**src/include/stsr_pkg.sv**
```systemverilog
// Functional notes
// - Ignore all bus activity until SDA falls while SCL is high.
// - Acknowledge only an address equal to the strap address latched at reset.
// - Eighth address bit: one means read, zero means write.
// - Host releases SDA; device pulls SDA low on the ninth clock.
// - A written data byte is acknowledged once stored in its register.
// - Write byte: address+write, command, data, each acknowledged, then stop.
// - Read byte: address+write, command, repeated start, address+read, data.
// - Send byte: address+write and one command, mainly the single conversion.
// - Receive byte returns register chosen by the latest read command.
// - Read codes 00h to 08h select temperatures, status, config, rate, limits.
// - Write codes 09h to 0Eh select config, rate and the four limits.
// - 0Fh starts one conversion; FEh maker ident, FFh revision, read-only.
// - Receive byte right after write byte acknowledges, returns all ones.
// - No bus timeout ever aborts a transfer.
// - Config bit 7 masks the alert output; resets to zero.
// - Config bit 6 requests standby; resets to zero.
// - Config bits 5..0 and rate bits 7..3 read zero, reset zero.
// - Rate bits 2..0 pick 0.0625 to 8 samples/s, doubling; reset 010b.
// - Temperature registers read-only, refreshed alternately after conversions.
// - One count is one degree; all-zero code is zero degrees.
// - Standby stops periodic conversions; only a single conversion updates temperatures; serial port keeps working.
// - Reading status through the read command clears all status flags.
package stsr_pkg;
    // -------------------------------------------------------------
    // timing
    // -------------------------------------------------------------
    localparam int unsigned     CLK_HZ          = 200_000_000;
    // slowest sample period, code 000b at 0.0625 samples/s
    localparam int unsigned     SLOW_PERIOD_S   = 16;
    localparam longint unsigned SLOW_PERIOD_CYC =
        64'(SLOW_PERIOD_S) * 64'(CLK_HZ);
    localparam logic [1:0]      STRAP_SETTLE    = 2'h2;
    // -------------------------------------------------------------
    // command codes
    // -------------------------------------------------------------
    localparam logic [7:0] CMD_RD_INTERNAL_TEMP  = 8'h00;
    localparam logic [7:0] CMD_RD_EXTERNAL_TEMP  = 8'h01;
    localparam logic [7:0] CMD_RD_STATUS         = 8'h02;
    localparam logic [7:0] CMD_RD_CONFIG         = 8'h03;
    localparam logic [7:0] CMD_RD_RATE           = 8'h04;
    localparam logic [7:0] CMD_RD_INT_HIGH       = 8'h05;
    localparam logic [7:0] CMD_RD_INT_LOW        = 8'h06;
    localparam logic [7:0] CMD_RD_EXT_HIGH       = 8'h07;
    localparam logic [7:0] CMD_RD_EXT_LOW        = 8'h08;
    localparam logic [7:0] CMD_WR_CONFIG         = 8'h09;
    localparam logic [7:0] CMD_WR_RATE           = 8'h0a;
    localparam logic [7:0] CMD_WR_INT_HIGH       = 8'h0b;
    localparam logic [7:0] CMD_WR_INT_LOW        = 8'h0c;
    localparam logic [7:0] CMD_WR_EXT_HIGH       = 8'h0d;
    localparam logic [7:0] CMD_WR_EXT_LOW        = 8'h0e;
    localparam logic [7:0] CMD_SINGLE_CONVERSION = 8'h0f;
    localparam logic [7:0] CMD_RD_MAKER_IDENT    = 8'hfe;
    localparam logic [7:0] CMD_RD_MAKER_REVISION = 8'hff;
    // -------------------------------------------------------------
    // fields and reset values
    // -------------------------------------------------------------
    localparam int         CFG_MASK_BIT   = 7;
    localparam int         CFG_STANDBY_PIN_N_BIT   = 6;
    localparam int         RATE_CODE_W    = 3;
    localparam logic [7:0] CFG_RESET      = 8'h00;
    localparam logic [7:0] RATE_RESET     = 8'h02;
    localparam logic [7:0] TEMP_RESET     = 8'h00;
    localparam logic [7:0] LIMIT_HI_RESET = 8'h7f;
    localparam logic [7:0] LIMIT_LO_RESET = 8'hc9;
    localparam logic [7:0] ERROR_BYTE     = 8'hff;
    localparam logic [3:0] BYTE_BITS      = 4'h8;
    localparam logic [3:0] LAST_BIT       = 4'h7;
    typedef enum logic [2:0] {
        S_IDLE, S_ADDR, S_AACK, S_RX, S_RACK, S_TX, S_TACK, S_IGN
    } stsr_state_t;
endpackage

```
**src/verilog/stsr_slave.sv**
```systemverilog
`timescale 1ns/1ps
module stsr_slave #(
    parameter int unsigned SLOW_CYC   = 32'(stsr_pkg::SLOW_PERIOD_CYC),
    // arbitrary identification values
    parameter logic [7:0]  MAKER_ID   = 8'h5a,
    parameter logic [7:0]  MAKER_REV  = 8'h01
) (
    input  wire logic       ref_clk_i,
    input  wire logic       rst_i,
    input  wire logic       scl_i,
    input  wire logic       sda_i,
    output logic            sda_o,
    output logic            sda_oen_o,
    input  wire logic [6:0] addr_strap_i,
    input  wire logic       standby_pin_n_i,
    input  wire logic [7:0] status_i,
    output logic            status_clear_o,
    output logic            conv_start_o,
    output logic            conv_sel_ext_o,
    output logic            conv_busy_o,
    input  wire logic [7:0] conv_data_i,
    input  wire logic       conv_done_i,
    output logic            alert_mask_bit_o,
    output logic            standby_o,
    output logic [7:0]      internal_high_limit_o,
    output logic [7:0]      internal_low_limit_o,
    output logic [7:0]      external_high_limit_o,
    output logic [7:0]      external_low_limit_o
);
    import stsr_pkg::*;

    // -------------------------------------------------------------
    // pin synchronisers and edge detection
    // -------------------------------------------------------------
    logic [1:0] scl_sync_r;
    logic [1:0] sda_sync_r;
    logic [1:0] standby_pin_n_sync_r;
    logic [6:0] strap_s1_r;
    logic [6:0] strap_s2_r;
    logic       scl_d_r;
    logic       sda_d_r;

    always_ff @(posedge ref_clk_i) begin
        if (rst_i) begin
            scl_sync_r  <= 2'h3;
            sda_sync_r  <= 2'h3;
            standby_pin_n_sync_r <= 2'h3;
            scl_d_r     <= 1'b1;
            sda_d_r     <= 1'b1;
        end else begin
            scl_sync_r  <= {scl_sync_r[0], scl_i};
            sda_sync_r  <= {sda_sync_r[0], sda_i};
            standby_pin_n_sync_r <= {standby_pin_n_sync_r[0], standby_pin_n_i};
            scl_d_r     <= scl_sync_r[1];
            sda_d_r     <= sda_sync_r[1];
        end
    end

    always_ff @(posedge ref_clk_i) begin
        strap_s1_r <= addr_strap_i;
        strap_s2_r <= strap_s1_r;
    end

    wire scl_s     = scl_sync_r[1];
    wire sda_s     = sda_sync_r[1];
    wire scl_rise  = scl_s & ~scl_d_r;
    wire scl_fall  = ~scl_s & scl_d_r;
    wire start_det = scl_s & scl_d_r & sda_d_r & ~sda_s;
    wire stop_det  = scl_s & scl_d_r & ~sda_d_r & sda_s;

    // -------------------------------------------------------------
    // strap address latch after reset release
    // -------------------------------------------------------------
    logic [1:0] settle_r;
    logic [6:0] my_addr_r;

    always_ff @(posedge ref_clk_i) begin
        if (rst_i) begin
            settle_r  <= 2'h0;
            my_addr_r <= 7'h00;
        end else if (settle_r != STRAP_SETTLE) begin
            settle_r  <= settle_r + 2'h1;
            my_addr_r <= strap_s2_r;
        end
    end

    // -------------------------------------------------------------
    // serial engine
    // -------------------------------------------------------------
    stsr_state_t state_r, state_nxt;
    logic [3:0]  bit_cnt_r, bit_cnt_nxt;
    logic [7:0]  shift_r, shift_nxt;
    logic [1:0]  byte_idx_r, byte_idx_nxt;
    logic        sda_oen_r, sda_oen_nxt;
    logic        rw_r;
    logic [7:0]  ptr_r;
    logic        err_r;
    logic        tx_load;

    wire [7:0] byte_in  = {shift_r[6:0], sda_s};
    wire       got_byte = scl_rise && bit_cnt_r == LAST_BIT;
    wire       addr_hit = shift_r[7:1] == my_addr_r;
    wire       in_write = state_r == S_RX;
    wire       cmd_stb  = got_byte && in_write && byte_idx_r == 2'h0;
    wire       wr_stb   = got_byte && in_write && byte_idx_r == 2'h1;
    wire       is_rd_cmd = byte_in <= CMD_RD_EXT_LOW
                        || byte_in == CMD_RD_MAKER_IDENT
                        || byte_in == CMD_RD_MAKER_REVISION;
    wire       cmd_os   = cmd_stb && byte_in == CMD_SINGLE_CONVERSION;
    logic [7:0] cmd_r;
    logic [7:0] cfg_r;
    logic [7:0] rate_r;
    logic [7:0] int_temp_r;
    logic [7:0] external_temperature_r;
    logic [7:0] lim_ih_r;
    logic [7:0] lim_il_r;
    logic [7:0] lim_eh_r;
    logic [7:0] lim_el_r;

    // read selection, last read command picks the source
    wire [7:0] reg_rd =
        (ptr_r == CMD_RD_INTERNAL_TEMP)  ? int_temp_r :
        (ptr_r == CMD_RD_EXTERNAL_TEMP)  ? external_temperature_r :
        (ptr_r == CMD_RD_STATUS)         ? status_i   :
        (ptr_r == CMD_RD_CONFIG)         ? cfg_r      :
        (ptr_r == CMD_RD_RATE)           ? rate_r     :
        (ptr_r == CMD_RD_INT_HIGH)       ? lim_ih_r   :
        (ptr_r == CMD_RD_INT_LOW)        ? lim_il_r   :
        (ptr_r == CMD_RD_EXT_HIGH)       ? lim_eh_r   :
        (ptr_r == CMD_RD_EXT_LOW)        ? lim_el_r   :
        (ptr_r == CMD_RD_MAKER_IDENT)    ? MAKER_ID   :
        (ptr_r == CMD_RD_MAKER_REVISION) ? MAKER_REV  : 8'h00;
    wire [7:0] tx_byte = err_r ? ERROR_BYTE : reg_rd;

    // no timeout: states wait on bus edges only
    always_comb begin
        state_nxt    = state_r;
        bit_cnt_nxt  = bit_cnt_r;
        shift_nxt    = shift_r;
        byte_idx_nxt = byte_idx_r;
        sda_oen_nxt  = sda_oen_r;
        tx_load      = 1'b0;
        if (start_det) begin
            state_nxt    = S_ADDR;
            bit_cnt_nxt  = 4'h0;
            byte_idx_nxt = 2'h0;
            sda_oen_nxt  = 1'b1;
        end else if (stop_det) begin
            state_nxt   = S_IDLE;
            sda_oen_nxt = 1'b1;
        end else begin
            unique case (state_r)
                S_IDLE, S_IGN: begin
                    sda_oen_nxt = 1'b1;
                end
                S_ADDR, S_RX: begin
                    if (scl_rise && bit_cnt_r < BYTE_BITS) begin
                        shift_nxt   = byte_in;
                        bit_cnt_nxt = bit_cnt_r + 4'h1;
                    end else if (scl_fall && bit_cnt_r == BYTE_BITS) begin
                        if (state_r == S_RX) begin
                            state_nxt   = S_RACK;
                            sda_oen_nxt = 1'b0;
                        end else if (addr_hit) begin
                            state_nxt   = S_AACK;
                            sda_oen_nxt = 1'b0;
                        end else begin
                            state_nxt = S_IGN;
                        end
                    end
                end
                S_AACK: begin
                    if (scl_fall) begin
                        bit_cnt_nxt = 4'h0;
                        if (rw_r) begin
                            state_nxt   = S_TX;
                            tx_load     = 1'b1;
                            shift_nxt   = tx_byte;
                            sda_oen_nxt = tx_byte[7];
                        end else begin
                            state_nxt   = S_RX;
                            sda_oen_nxt = 1'b1;
                        end
                    end
                end
                S_RACK: begin
                    if (scl_fall) begin
                        state_nxt   = S_RX;
                        bit_cnt_nxt = 4'h0;
                        sda_oen_nxt = 1'b1;
                        if (byte_idx_r != 2'h2)
                            byte_idx_nxt = byte_idx_r + 2'h1;
                    end
                end
                S_TX: begin
                    if (scl_fall && bit_cnt_r == LAST_BIT) begin
                        state_nxt   = S_TACK;
                        sda_oen_nxt = 1'b1;
                    end else if (scl_fall) begin
                        shift_nxt   = {shift_r[6:0], 1'b0};
                        bit_cnt_nxt = bit_cnt_r + 4'h1;
                        sda_oen_nxt = shift_r[6];
                    end
                end
                S_TACK: begin
                    if (scl_rise && sda_s) begin
                        state_nxt = S_IGN;
                    end else if (scl_fall) begin
                        state_nxt   = S_TX;
                        bit_cnt_nxt = 4'h0;
                        tx_load     = 1'b1;
                        shift_nxt   = tx_byte;
                        sda_oen_nxt = tx_byte[7];
                    end
                end
            endcase
        end
    end

    always_ff @(posedge ref_clk_i) begin
        if (rst_i) begin
            state_r    <= S_IDLE;
            bit_cnt_r  <= 4'h0;
            shift_r    <= 8'h00;
            byte_idx_r <= 2'h0;
            sda_oen_r  <= 1'b1;
        end else begin
            state_r    <= state_nxt;
            bit_cnt_r  <= bit_cnt_nxt;
            shift_r    <= shift_nxt;
            byte_idx_r <= byte_idx_nxt;
            sda_oen_r  <= sda_oen_nxt;
        end
    end

    // direction, command pointer and error flag
    always_ff @(posedge ref_clk_i) begin
        if (rst_i) begin
            rw_r  <= 1'b0;
            cmd_r <= 8'h00;
            ptr_r <= CMD_RD_INTERNAL_TEMP;
            err_r <= 1'b0;
        end else begin
            if (got_byte && state_r == S_ADDR)
                rw_r <= sda_s;
            if (cmd_stb)
                cmd_r <= byte_in;
            if (cmd_stb && is_rd_cmd) begin
                ptr_r <= byte_in;
                err_r <= 1'b0;
            end else if (wr_stb) begin
                err_r <= 1'b1;
            end
        end
    end

    // -------------------------------------------------------------
    // register file writes
    // -------------------------------------------------------------
    wire wr_cfg  = wr_stb && cmd_r == CMD_WR_CONFIG;
    wire wr_rate = wr_stb && cmd_r == CMD_WR_RATE;

    always_ff @(posedge ref_clk_i) begin
        if (rst_i) begin
            cfg_r    <= CFG_RESET;
            rate_r   <= RATE_RESET;
            lim_ih_r <= LIMIT_HI_RESET;
            lim_il_r <= LIMIT_LO_RESET;
            lim_eh_r <= LIMIT_HI_RESET;
            lim_el_r <= LIMIT_LO_RESET;
        end else begin
            if (wr_cfg)
                cfg_r <= {byte_in[7:6], 6'h00};
            if (wr_rate)
                rate_r <= {5'h00, byte_in[2:0]};
            if (wr_stb && cmd_r == CMD_WR_INT_HIGH)
                lim_ih_r <= byte_in;
            if (wr_stb && cmd_r == CMD_WR_INT_LOW)
                lim_il_r <= byte_in;
            if (wr_stb && cmd_r == CMD_WR_EXT_HIGH)
                lim_eh_r <= byte_in;
            if (wr_stb && cmd_r == CMD_WR_EXT_LOW)
                lim_el_r <= byte_in;
        end
    end

    // -------------------------------------------------------------
    // conversion sequencer
    // -------------------------------------------------------------
    logic [31:0] rate_cnt_r;
    logic        busy_r;
    logic        sel_ext_r;
    logic        start_r;
    logic        os_pend_r;
    logic        os_run_r;
    logic        stat_clr_r;

    wire        standby_pin_n    = ~standby_pin_n_sync_r[1] | cfg_r[CFG_STANDBY_PIN_N_BIT];
    wire [31:0] period  = SLOW_CYC >> rate_r[RATE_CODE_W-1:0];
    wire        tick    = rate_cnt_r >= period - 32'h1;
    wire        trig    = ~busy_r & ((tick & ~standby_pin_n) | os_pend_r);
    wire        halt    = standby_pin_n & ~os_run_r;
    wire        take    = conv_done_i & busy_r & ~halt;

    always_ff @(posedge ref_clk_i) begin
        if (rst_i || standby_pin_n || tick)
            rate_cnt_r <= 32'h0;
        else
            rate_cnt_r <= rate_cnt_r + 32'h1;
    end

    always_ff @(posedge ref_clk_i) begin
        if (rst_i) begin
            busy_r     <= 1'b0;
            sel_ext_r  <= 1'b0;
            start_r    <= 1'b0;
            os_pend_r  <= 1'b0;
            os_run_r   <= 1'b0;
            int_temp_r <= TEMP_RESET;
            external_temperature_r <= TEMP_RESET;
        end else begin
            start_r   <= trig | (take & ~sel_ext_r);
            os_pend_r <= cmd_os | (os_pend_r & ~trig);
            if (trig) begin
                busy_r    <= 1'b1;
                sel_ext_r <= 1'b0;
                os_run_r  <= os_pend_r;
            end else if (busy_r && halt) begin
                busy_r <= 1'b0;
            end else if (take && !sel_ext_r) begin
                int_temp_r <= conv_data_i;
                sel_ext_r  <= 1'b1;
            end else if (take) begin
                external_temperature_r <= conv_data_i;
                busy_r     <= 1'b0;
                os_run_r   <= 1'b0;
            end
        end
    end

    // status read clears flags
    always_ff @(posedge ref_clk_i) begin
        if (rst_i)
            stat_clr_r <= 1'b0;
        else
            stat_clr_r <= tx_load && !err_r
                       && ptr_r == CMD_RD_STATUS;
    end

    // -------------------------------------------------------------
    // outputs
    // -------------------------------------------------------------
    always_ff @(posedge ref_clk_i) begin
        if (rst_i) begin
            sda_o            <= 1'b0;
            alert_mask_bit_o <= 1'b0;
            standby_o        <= 1'b0;
        end else begin
            sda_o            <= 1'b0;
            alert_mask_bit_o <= cfg_r[CFG_MASK_BIT];
            standby_o        <= halt;
        end
    end

    assign sda_oen_o             = sda_oen_r;
    assign status_clear_o        = stat_clr_r;
    assign conv_start_o          = start_r;
    assign conv_sel_ext_o        = sel_ext_r;
    assign conv_busy_o           = busy_r;
    assign internal_high_limit_o = lim_ih_r;
    assign internal_low_limit_o  = lim_il_r;
    assign external_high_limit_o = lim_eh_r;
    assign external_low_limit_o  = lim_el_r;
endmodule // stsr_slave

```
**config.mk**
```make
export PLATFORM = sky130hd
export DESIGN_NAME = stsr_slave
export DESIGN_NICKNAME = d
export VERILOG_FILES = /design/src/include/stsr_pkg.sv /design/src/verilog/stsr_slave.sv
export SDC_FILE = /design/constraint.sdc
export NUM_CORES = 1
export LEC_CHECK = 0
export BUFFER_PORTS_ARGS = -buffer_cell sky130_fd_sc_hd__buf_2
export CAP_MARGIN = 30
export CORE_UTILIZATION = 40
export DETAILED_ROUTE_END_ITERATION = 7
export PLACE_DENSITY = 0.67
export SETUP_SLACK_MARGIN = 0.4
export SYNTH_ARGS = -nofsm -noshare
export SYNTH_HDL_FRONTEND = slang
export SYNTH_SLANG_ARGS = --single-unit
```
**constraint.sdc**
```tcl
create_clock -name ref_clk_i -period 3.23 [get_ports ref_clk_i]
set_clock_uncertainty 0.05 [all_clocks]
set_input_delay 0.323 -clock ref_clk_i [delete_from_list [all_inputs] [get_ports ref_clk_i]]
set_output_delay 0.323 -clock ref_clk_i [all_outputs]
set_load 0.05 [all_outputs]
```
==> results of run 1 <==
## cells by family (layout without fill, tap and decap cells)
group           count (synthesis)  in the layout
buf+inv                        85            158
xor+xnor                       42             42
compound gates                147            147
simple gates                  366            366
mux                            77             77
flops                         160            160
fa+ha+maj                      34             34
other cells                     1              1
## metal layers
layer	up-vias	track usage [%]	wire [um]	part of all wire, %
li1	3346	-	-	-
met1	3200	29.0	9950	49
met2	178	31.5	9030	44
met3	24	4.26	1160	5.7
met4	0	7.41	368	1.8
met5	-	0	0	0
## power breakdown
part | total [mW] | leakage [nW] | switching, mW | internal [mW]
registers | 2.06 | 1.30 | 0.0396 | 2.02
logic | 0.281 | 2.03 | 0.162 | 0.119
clock network | 1.95 | 0.282 | 0.926 | 1.03
## stage by stage
step                      util (%)  total power [mW]  hold WS, ns  setup WS (ns)
after floorplan                  -              2.30        0.260          0.429
after global placement        43.8              2.38        0.262          0.397
after detailed placement      43.8              2.38        0.262          0.278
after CTS                     47.2              4.33      0.00892          0.407
after global routing          47.6              4.45       0.0250          0.351
final                         47.6              4.29       0.0245          0.490
## worst min-delay path by stage
stage                         end          start
finish              scl_sync_r[0]          scl_i
global route        sda_sync_r[0]          sda_i
CTS                 scl_sync_r[0]          scl_i
detailed placement  strap_s2_r[1]  strap_s1_r[1]
global placement    strap_s2_r[5]  strap_s1_r[5]
floorplan           strap_s2_r[0]  strap_s1_r[0]
## worst max-delay path, delay by kind of cell (launching register included)
family | cells | cell delay, ns
compound gates | 5 | 1.36
xor+xnor | 1 | 0.14
flops | 1 | 0.39
simple gates | 1 | 0.04
buf+inv | 2 | 0.37
fa+ha+maj | 1 | 0.30
## flip-flops by register name (all words and copies together), names as in the netlist, 8 cells and up
signal / cells
internal_high_limit_o: 8
cmd_r: 8
internal_low_limit_o: 8
ptr_r: 8
int_temp_r: 8
rate_cnt_r: 32
external_high_limit_o: 8
shift_r: 8
external_low_limit_o: 8
external_temperature_r: 8
## cells in the mapped netlist, types with 12 or more instances
master    number  share of area, %
inv_1         25               1.2
nor3_1        47               3.0
mux2i_1       74               9.3
nor2b_1       12              0.94
nand2b_1      14               1.1
nand4_1       14               1.1
ha_1          33               5.2
o21ai_0       24               1.5
clkbuf_1      48               2.3
dfxtp_1      160                40
a21oi_1       39               2.4
xnor2_1       19               2.1
nand3_1       41               2.6
nand2_1       84               4.0
xor2_1        23               2.5
nor2_1        93               4.4
## what timing repair did
item                                    in CTS  in global routing
pin swaps                                    0                  1
hold buffers                                 7                  0
endpoints found under the hold margin        7                  0
resized for setup                            4                 15
endpoints found under the setup margin      34                 49
buffers inserted                             0                  5
## layout make-up
cell class | count | area (sq um)
flip-flops and latches | 160 | 3210
clock buffers | 17 | 425
multi-input cells | 667 | 4480
clock inverters | 15 | 148
fillers | 1912 | 10200
inverters | 26 | 104
well taps | 265 | 332
repair buffers | 100 | 609
==> results.json, run 1 <==
{
  "setup_viol_count_final": 0,
  "overflow": 0,
  "coreArea_sq_um": 19500,
  "tns_ns": 0,
  "die_w_um": 143,
  "maxSlewHeadroom_pct": 52.3,
  "placed_cell_area_sq_um": 8560,
  "outcome": "finished, final reports clean",
  "dp_cells": 1206,
  "drc_errors": 0,
  "r2r-end": "conv_busy_o",
  "drt-initial-drc-count": 497,
  "syn_area_sq_um": 7970,
  "die_h_um": 143,
  "grt_max_degree": 33,
  "synth-xor-area-share_pct": 4.62,
  "cp_data_arrival_time_ns": 3.03,
  "diodes": 0,
  "synth_compound_area_share_pct": 12.6,
  "clock_tree.root_cell": "clkbuf_16",
  "drive_gt1_share_pct": 17.0,
  "ant_nets": 0,
  "r2r_setup_slack_ns": 0.49,
  "ys_ff_latch": 160,
  "synth_warnings": 0,
  "min_period_ns": 2.74,
  "numCtsBuffers": 17,
  "antenna_found_initial": 0,
  "syn_inst": 912,
  "hold_violations": 0,
  "r2r_start": "rate_r[2]",
  "drt-wirelength-per-cell_um": 16.4,
  "async_flop_share_pct": 0,
  "synthSimpleGateAreaFrac_pct": 22.9,
  "row_count": 51,
  "gp_congestion": 0.890,
  "whs_path_depth": 2,
  "rsz0062_at_grt": "true",
  "fin_area_sq_um": 9300,
  "avgSynthCellArea_sq_um": 8.74,
  "p_leak_nw": 3.61,
  "die-area_sq_um": 20500,
  "finalWirelength_um": 20500,
  "power_density_nw_per_um2": 462,
  "area_delta_synth_final_pct": 16.7,
  "synthMuxAreaShare_pct": 10.0,
  "vias_per_cell": 5.40,
  "dr.pass1.iters": 5,
  "path_cells": "clkinvlp_4, buf_4, xnor2_1, ha_1, o21a_1, nor2_1, a2111o_1, a31o_2, a221o_1, a311oi_1",
  "layout_commonest_cell": "dfxtp_1",
  "initial_core_util_pct": 40.8,
  "synth_top_family_by_area": "simple AND/OR/NAND/NOR gates",
  "portBuffers": 67,
  "fin_nets": 1034,
  "required_ns": 3.52,
  "dp_hpwl_um": 14500,
  "ys_seq_area_share_pct": 40.2,
  "grt_pass1_vias": 6278,
  "via_count": 6748,
  "ys_types": 80,
  "clock_latency_ns": 0.44,
  "cts_tree": "built",
  "cap_violations": 0,
  "worst_r2r_path_depth": 10,
  "track_usage_pct": 20.8,
  "startpoint": "rate_r[2]",
  "cpPeakStageDelay_ns": 0.39,
  "fin_cells": 1250,
  "grt_pass1_wl_um": 33000,
  "period_share_pct": 84.8,
  "critPathKind": "flop to flop",
  "worstMarginPinSlew_ns": 0.709,
  "clk_pin_slew_ns": 0.07,
  "cp-start-kind": "flop",
  "clockBufferDepth": 2,
  "cp-endpoint": "conv_busy_o",
  "htreeDepth": 4,
  "max_freq_mhz": 365,
  "ys.flop_type": "dfxtp_1",
  "hold_path.class": "primary input to flop",
  "end_kind": "flop",
  "cp_slowest_cell": "dfxtp_2",
  "synth_nets": 974,
  "crit_path_max_fanout": 6,
  "io_pins": 69,
  "mostFrequentLayoutCells": "dfxtp_1 (157), nor2_1 (91), nand2_1 (84)",
  "cts.sinks": 160,
  "peakVddDrop_uv": 399,
  "synth-edff-count": 0,
  "synth_fa_ha_area_share_pct": 5.31,
  "slew_viol_final": 0
}
Power figures use the tool's default switching activity.
==> run 2: changes to the inputs <==
==> constraint.sdc (replaced) <==
create_clock -name ref_clk_i -period 2.6 [get_ports ref_clk_i]
set_clock_uncertainty 0.05 [all_clocks]
set_input_delay 0.26 -clock ref_clk_i [delete_from_list [all_inputs] [get_ports ref_clk_i]]
set_output_delay 0.26 -clock ref_clk_i [all_outputs]
set_load 0.05 [all_outputs]
==> results.json, run 2 (same netlist as run 1, synthesis figures left out) <==
{
  "cts_tree": "built",
  "cp-start-kind": "flop",
  "ant_nets": 0,
  "power_density_nw_per_um2": 529,
  "drt-wirelength-per-cell_um": 17.3,
  "final_util_pct": 52.5,
  "period_share_pct": 96.5,
  "hold_violations": 0,
  "critical-path-top-delay-family": "simple AND/OR/NAND/NOR gates",
  "die_w_um": 143,
  "via_count": 7189,
  "clock_latency_ns": 0.43,
  "outcome": "finished, final reports clean",
  "gp_congestion": 1.00,
  "cap_violations": 0,
  "die-area_sq_um": 20500,
  "cts.sinks": 160,
  "hold_path.class": "primary input to flop",
  "clockBufferDepth": 2,
  "fin_nets": 1084,
  "critPathKind": "flop to flop",
  "peakVddDrop_uv": 429,
  "max_freq_mhz": 399,
  "coreArea_sq_um": 19500,
  "crit_top_cell": "nor2_1",
  "initial_core_util_pct": 40.8,
  "mostFrequentLayoutCells": "dfxtp_1 (147), nor2_1 (89), nand2_1 (80)",
  "vias_per_cell": 5.53,
  "required_ns": 2.90,
  "layout_commonest_cell": "dfxtp_1",
  "slew_viol_final": 0,
  "portBuffers": 67,
  "diodes": 0,
  "rsz0062_at_grt": "true",
  "crit_path_max_fanout": 32,
  "setup_viol_count_final": 0,
  "clk_pin_slew_ns": 0.07,
  "grt_pass1_vias": 6648,
  "worstMarginPinSlew_ns": 0.664,
  "die_h_um": 143,
  "io_pins": 69,
  "worst_hold_slack_ns": 0.0340,
  "finalWirelength_um": 22500,
  "overflow": 0,
  "row_count": 51,
  "area_delta_synth_final_pct": 28.5,
  "cp_slowest_cell": "dfxtp_4",
  "maxSlewHeadroom_pct": 55.3,
  "antenna_found_initial": 0,
  "htreeDepth": 4,
  "grt_max_degree": 35,
  "drive_gt1_share_pct": 27.7,
  "largest_register_ffs": 32,
  "regMostFlops": "rate_cnt_r",
  "track_usage_pct": 22.2,
  "path_cells": "inv_8, nor2_4, nor2_1, nor2_1, ha_1, and3_4, a221o_1, a221oi_4, nand2_2, buf_12, nor3_2",
  "cpPeakStageDelay_ns": 0.41,
  "clock_tree.root_cell": "clkbuf_16",
  "dp_hpwl_um": 15000,
  "cp_data_arrival_time_ns": 2.81,
  "drt-initial-drc-count": 531,
  "end_kind": "flop",
  "critPathBufInv": 2,
  "p_leak_nw": 4.01,
  "numCtsBuffers": 17,
  "min_period_ns": 2.51,
  "grt_pass1_wl_um": 35200,
  "drc_errors": 0,
  "dr.pass1.iters": 5
}
## run 2: cell types whose count changed in the layout (fill, tap and decap cells not counted), moves of 4 or more
cell | previous run | this run
buf_4 | 23 | 57
nor3_1 | 47 | 31
nor3_2 | 1 | 15
dfxtp_1 | 157 | 147
buf_6 | 1 | 9
dfxtp_2 | 2 | 9
buf_12 | 0 | 4
inv_8 | 4 | 8
nand2_1 | 84 | 80
## run 2: worst paths after layout
check            startpoint       endpoint  slack, ns  cells past startpoint
max               rate_r[2]  rate_cnt_r[3]       0.09                     11
min          conv_data_i[4]  int_temp_r[4]       0.03                      3
max reg2reg       rate_r[2]  rate_cnt_r[3]       0.09                     11
min reg2reg   strap_s1_r[1]  strap_s2_r[1]       0.28                      0
## run 2: layout make-up
class | count | area, sq um
tap | 265 | 332
inverter | 26 | 113
sequential | 160 | 3230
fill | 1791 | 9280
clock buffer | 17 | 425
clock inverter | 15 | 165
multi-input combinational | 667 | 4860
timing repair buffer | 150 | 1110
## run 2: repair_timing
action                                  in CTS  in global routing
endpoints found under the hold margin       10                  0
endpoints found under the setup margin      80                 97
hold buffers                                10                  0
pin swaps                                   15                 21
gates resized for setup                     38                 79
cloned                                       2                  0
setup buffers                               17                 13
## run 2: per-stage QoR
step                      setup TNS (ns)  setup slack [ns]  total power [mW]  cell area (sq um)  cells
after floorplan                        0             0.103              2.87               8060    912
after global placement                 0            0.0606              2.96               8760   1226
after detailed placement         -0.0447           -0.0315              2.96               8760   1226
after CTS                              0            0.0817              5.44               9820   1287
after global routing              -0.102           -0.0197              5.60              10200   1300
final                                  0            0.0919              5.42              10200   1300
## run 2: report_power, final
group	switching, mW	internal, mW	total, mW
logic	0.223	0.169	0.391
registers	0.0432	2.51	2.55
clock network	1.19	1.29	2.48
## run 2: worst reg2reg max path, delay by kind of cell (launching register included)
kind            cells  cell delay [ns]
fa+ha+maj           1             0.26
compound gates      2             0.72
buf+inv             2             0.25
flops               1             0.41
simple gates        6             0.75
## run 2: routing by layer
metal	wire length (um)	global-route usage, %	vias to the layer above
met1	10200	29.3	3467
met5	0	0	-
met2	10700	36.0	228
li1	-	-	3451
met3	1010	3.59	43
met4	596	8.77	0
==> run 3: changes to the inputs <==
--- a/config.mk
+++ b/config.mk
@@ -7,6 +7,7 @@
 export LEC_CHECK = 0
 export BUFFER_PORTS_ARGS = -buffer_cell sky130_fd_sc_hd__buf_2
 export CAP_MARGIN = 30
+export CORE_ASPECT_RATIO = 1.1
 export CORE_UTILIZATION = 40
 export DETAILED_ROUTE_END_ITERATION = 7
 export PLACE_DENSITY = 0.67
==> constraint.sdc (replaced) <==
create_clock -name ref_clk_i -period 2.6 [get_ports ref_clk_i]
set_clock_uncertainty 0.05 [all_clocks]
set_input_delay 0.26 -clock ref_clk_i [delete_from_list [all_inputs] [get_ports ref_clk_i]]
set_output_delay 0.26 -clock ref_clk_i [all_outputs]
set_load 0.01 [all_outputs]
==> results.json, run 3 (same netlist as run 1, synthesis figures left out) <==
{
  "p_comb_share_pct": 7.4,
  "die_w_um": 137,
  "clock_tree.root_cell": "clkbuf_16",
  "grt_pass1_vias": 6633,
  "path_cells": "inv_2, o21ai_1, nor2b_1, ha_1, nand4_1, a2111o_1, a31o_4, buf_4, a21oi_4, clkbuf_16, nor3_1",
  "coreArea_sq_um": 19300,
  "track_usage_pct": 21.3,
  "worstMarginPinSlew_ns": 0.685,
  "tns_ns": 0,
  "drt-wirelength-per-cell_um": 17.0,
  "numCtsBuffers": 17,
  "seq_power_share_pct": 46.5,
  "vias_per_cell": 5.52,
  "area_delta_synth_final_pct": 27.1,
  "grt_pass1_wl_um": 33700,
  "overflow": 0,
  "critPathKind": "flop to flop",
  "regMostFlops": "rate_cnt_r",
  "clk_pin_slew_ns": 0.07,
  "power_density_nw_per_um2": 541,
  "whs_path_depth": 2,
  "clock_latency_ns": 0.43,
  "rsz0062_at_grt": "true",
  "min_period_ns": 2.57,
  "cpPeakStageDelay_ns": 0.40,
  "cap_violations": 0,
  "clockBufferDepth": 2,
  "setup_viol_count_final": 0,
  "r2r_start": "rate_r[0]",
  "cts.sinks": 160,
  "via_count": 7027,
  "min_to": "standby_pin_n_sync_r[0]",
  "crit_path_max_fanout": 16,
  "maxSlewHeadroom_pct": 53.9,
  "gp_congestion": 0.916,
  "peakVddDrop_uv": 517,
  "p_int_mw": 4.06,
  "drive_gt1_share_pct": 25.8,
  "fin_cells": 1272,
  "grt_max_degree": 40,
  "required_ns": 2.87,
  "drt-initial-drc-count": 607,
  "startpoint": "rate_r[0]",
  "finalWirelength_um": 21600,
  "p_sw_mw": 1.42,
  "largest_register_ffs": 32,
  "row_count": 53,
  "ant_nets": 0,
  "drc_errors": 0,
  "end_kind": "flop",
  "min_from": "standby_pin_n_i",
  "antenna_found_initial": 0,
  "r2r-end": "rate_cnt_r[30]",
  "cp-start-kind": "flop",
  "p_leak_nw": 3.96,
  "dp_cells": 1212,
  "worst_r2r_path_depth": 11,
  "hold_violations": 0,
  "diodes": 0,
  "placed_cell_area_sq_um": 8800,
  "die-area_sq_um": 20500,
  "layout_commonest_cell": "dfxtp_1",
  "switching_share_pct": 25.9,
  "mostFrequentLayoutCells": "dfxtp_1 (154), nor2_1 (90), nand2_1 (80)",
  "final_util_pct": 52.5,
  "fin_area_sq_um": 10100,
  "outcome": "finished, final reports clean",
  "cts_tree": "built",
  "period_share_pct": 99.0,
  "cp_slowest_cell": "a2111o_1",
  "hold_path.class": "primary input to flop",
  "die_h_um": 150,
  "portBuffers": 67,
  "dr.pass1.iters": 6,
  "initial_core_util_pct": 41.3,
  "fin_nets": 1075,
  "max_freq_mhz": 388,
  "io_pins": 69,
  "slew_viol_final": 0,
  "dp_hpwl_um": 15200,
  "htreeDepth": 4,
  "clockPowerShare_pct": 46.1,
  "r2r_setup_slack_ns": 0.03,
  "cp_data_arrival_time_ns": 2.84
}
==> run 3: repair_timing <==
item | 4_1_cts | 5_1_grt
pin swaps | 8 | 28
endpoints found under the hold margin | 9 | 0
hold buffers | 9 | 0
cloned | 0 | 3
gates resized for setup | 21 | 77
endpoints found under the setup margin | 74 | 93
setup buffers | 10 | 7
==> run 3: how the worst max path moves through the flow <==
stage                endpoint  slack [ns]  depth (start not counted)
3_5_place_dp   rate_cnt_r[14]        0.02                         11
2_1_floorplan  rate_cnt_r[10]        0.10                         13
4_1_cts           conv_busy_o        0.11                          9
5_1_grt        rate_cnt_r[30]       -0.09                         11
3_3_place_gp    rate_cnt_r[1]        0.11                         11
6_report       rate_cnt_r[30]        0.03                         11
==> run 3: critical path: cells and delay by family, from the launching register on <==
family | cells | cell delay, ns
AOI/OAI and AO/OA | 4 | 0.94
buffers and inverters | 3 | 0.50
DFF | 1 | 0.33
adders and majority gates | 1 | 0.33
and+or+nand+nor | 3 | 0.30
==> run 3: layout make-up <==
type                    instances  area [sq um]
clock buffers                  17           425
fillers                      1722          9170
multi-input cells             667          4860
well taps                     247           309
inverters                      26           113
repair buffers                141          1040
clock inverters                14           168
flip-flops and latches        160          3220
==> run 3: layer usage <==
layer	global-route usage (%)	share of wire (%)	up-vias	wire length, um
li1	-	-	3431	-
met1	28.3	45	3360	9690
met2	33.8	47	195	10200
met3	4.23	5.5	39	1190
met4	7.72	2.1	2	452
met5	0	0.35	-	75
==> run 3: metrics by stage <==
step	hold WS, ns	setup WS (ns)	total power [mW]
final	0.00674	0.0257	5.48
after global routing	0.00329	-0.0861	5.69
after CTS	0.00521	0.112	5.49
after detailed placement	0.264	0.0224	2.97
after global placement	0.262	0.105	2.96
after floorplan	0.238	0.103	2.86
==> run 3: power by group through the flow <==
stage	Combinational, mW	Clock, mW	Sequential, mW
floorplan	0.260	0	2.60
global placement	0.357	0	2.60
detailed placement	0.365	0	2.61
CTS	0.380	2.57	2.55
global route	0.443	2.69	2.56
finish	0.403	2.53	2.55
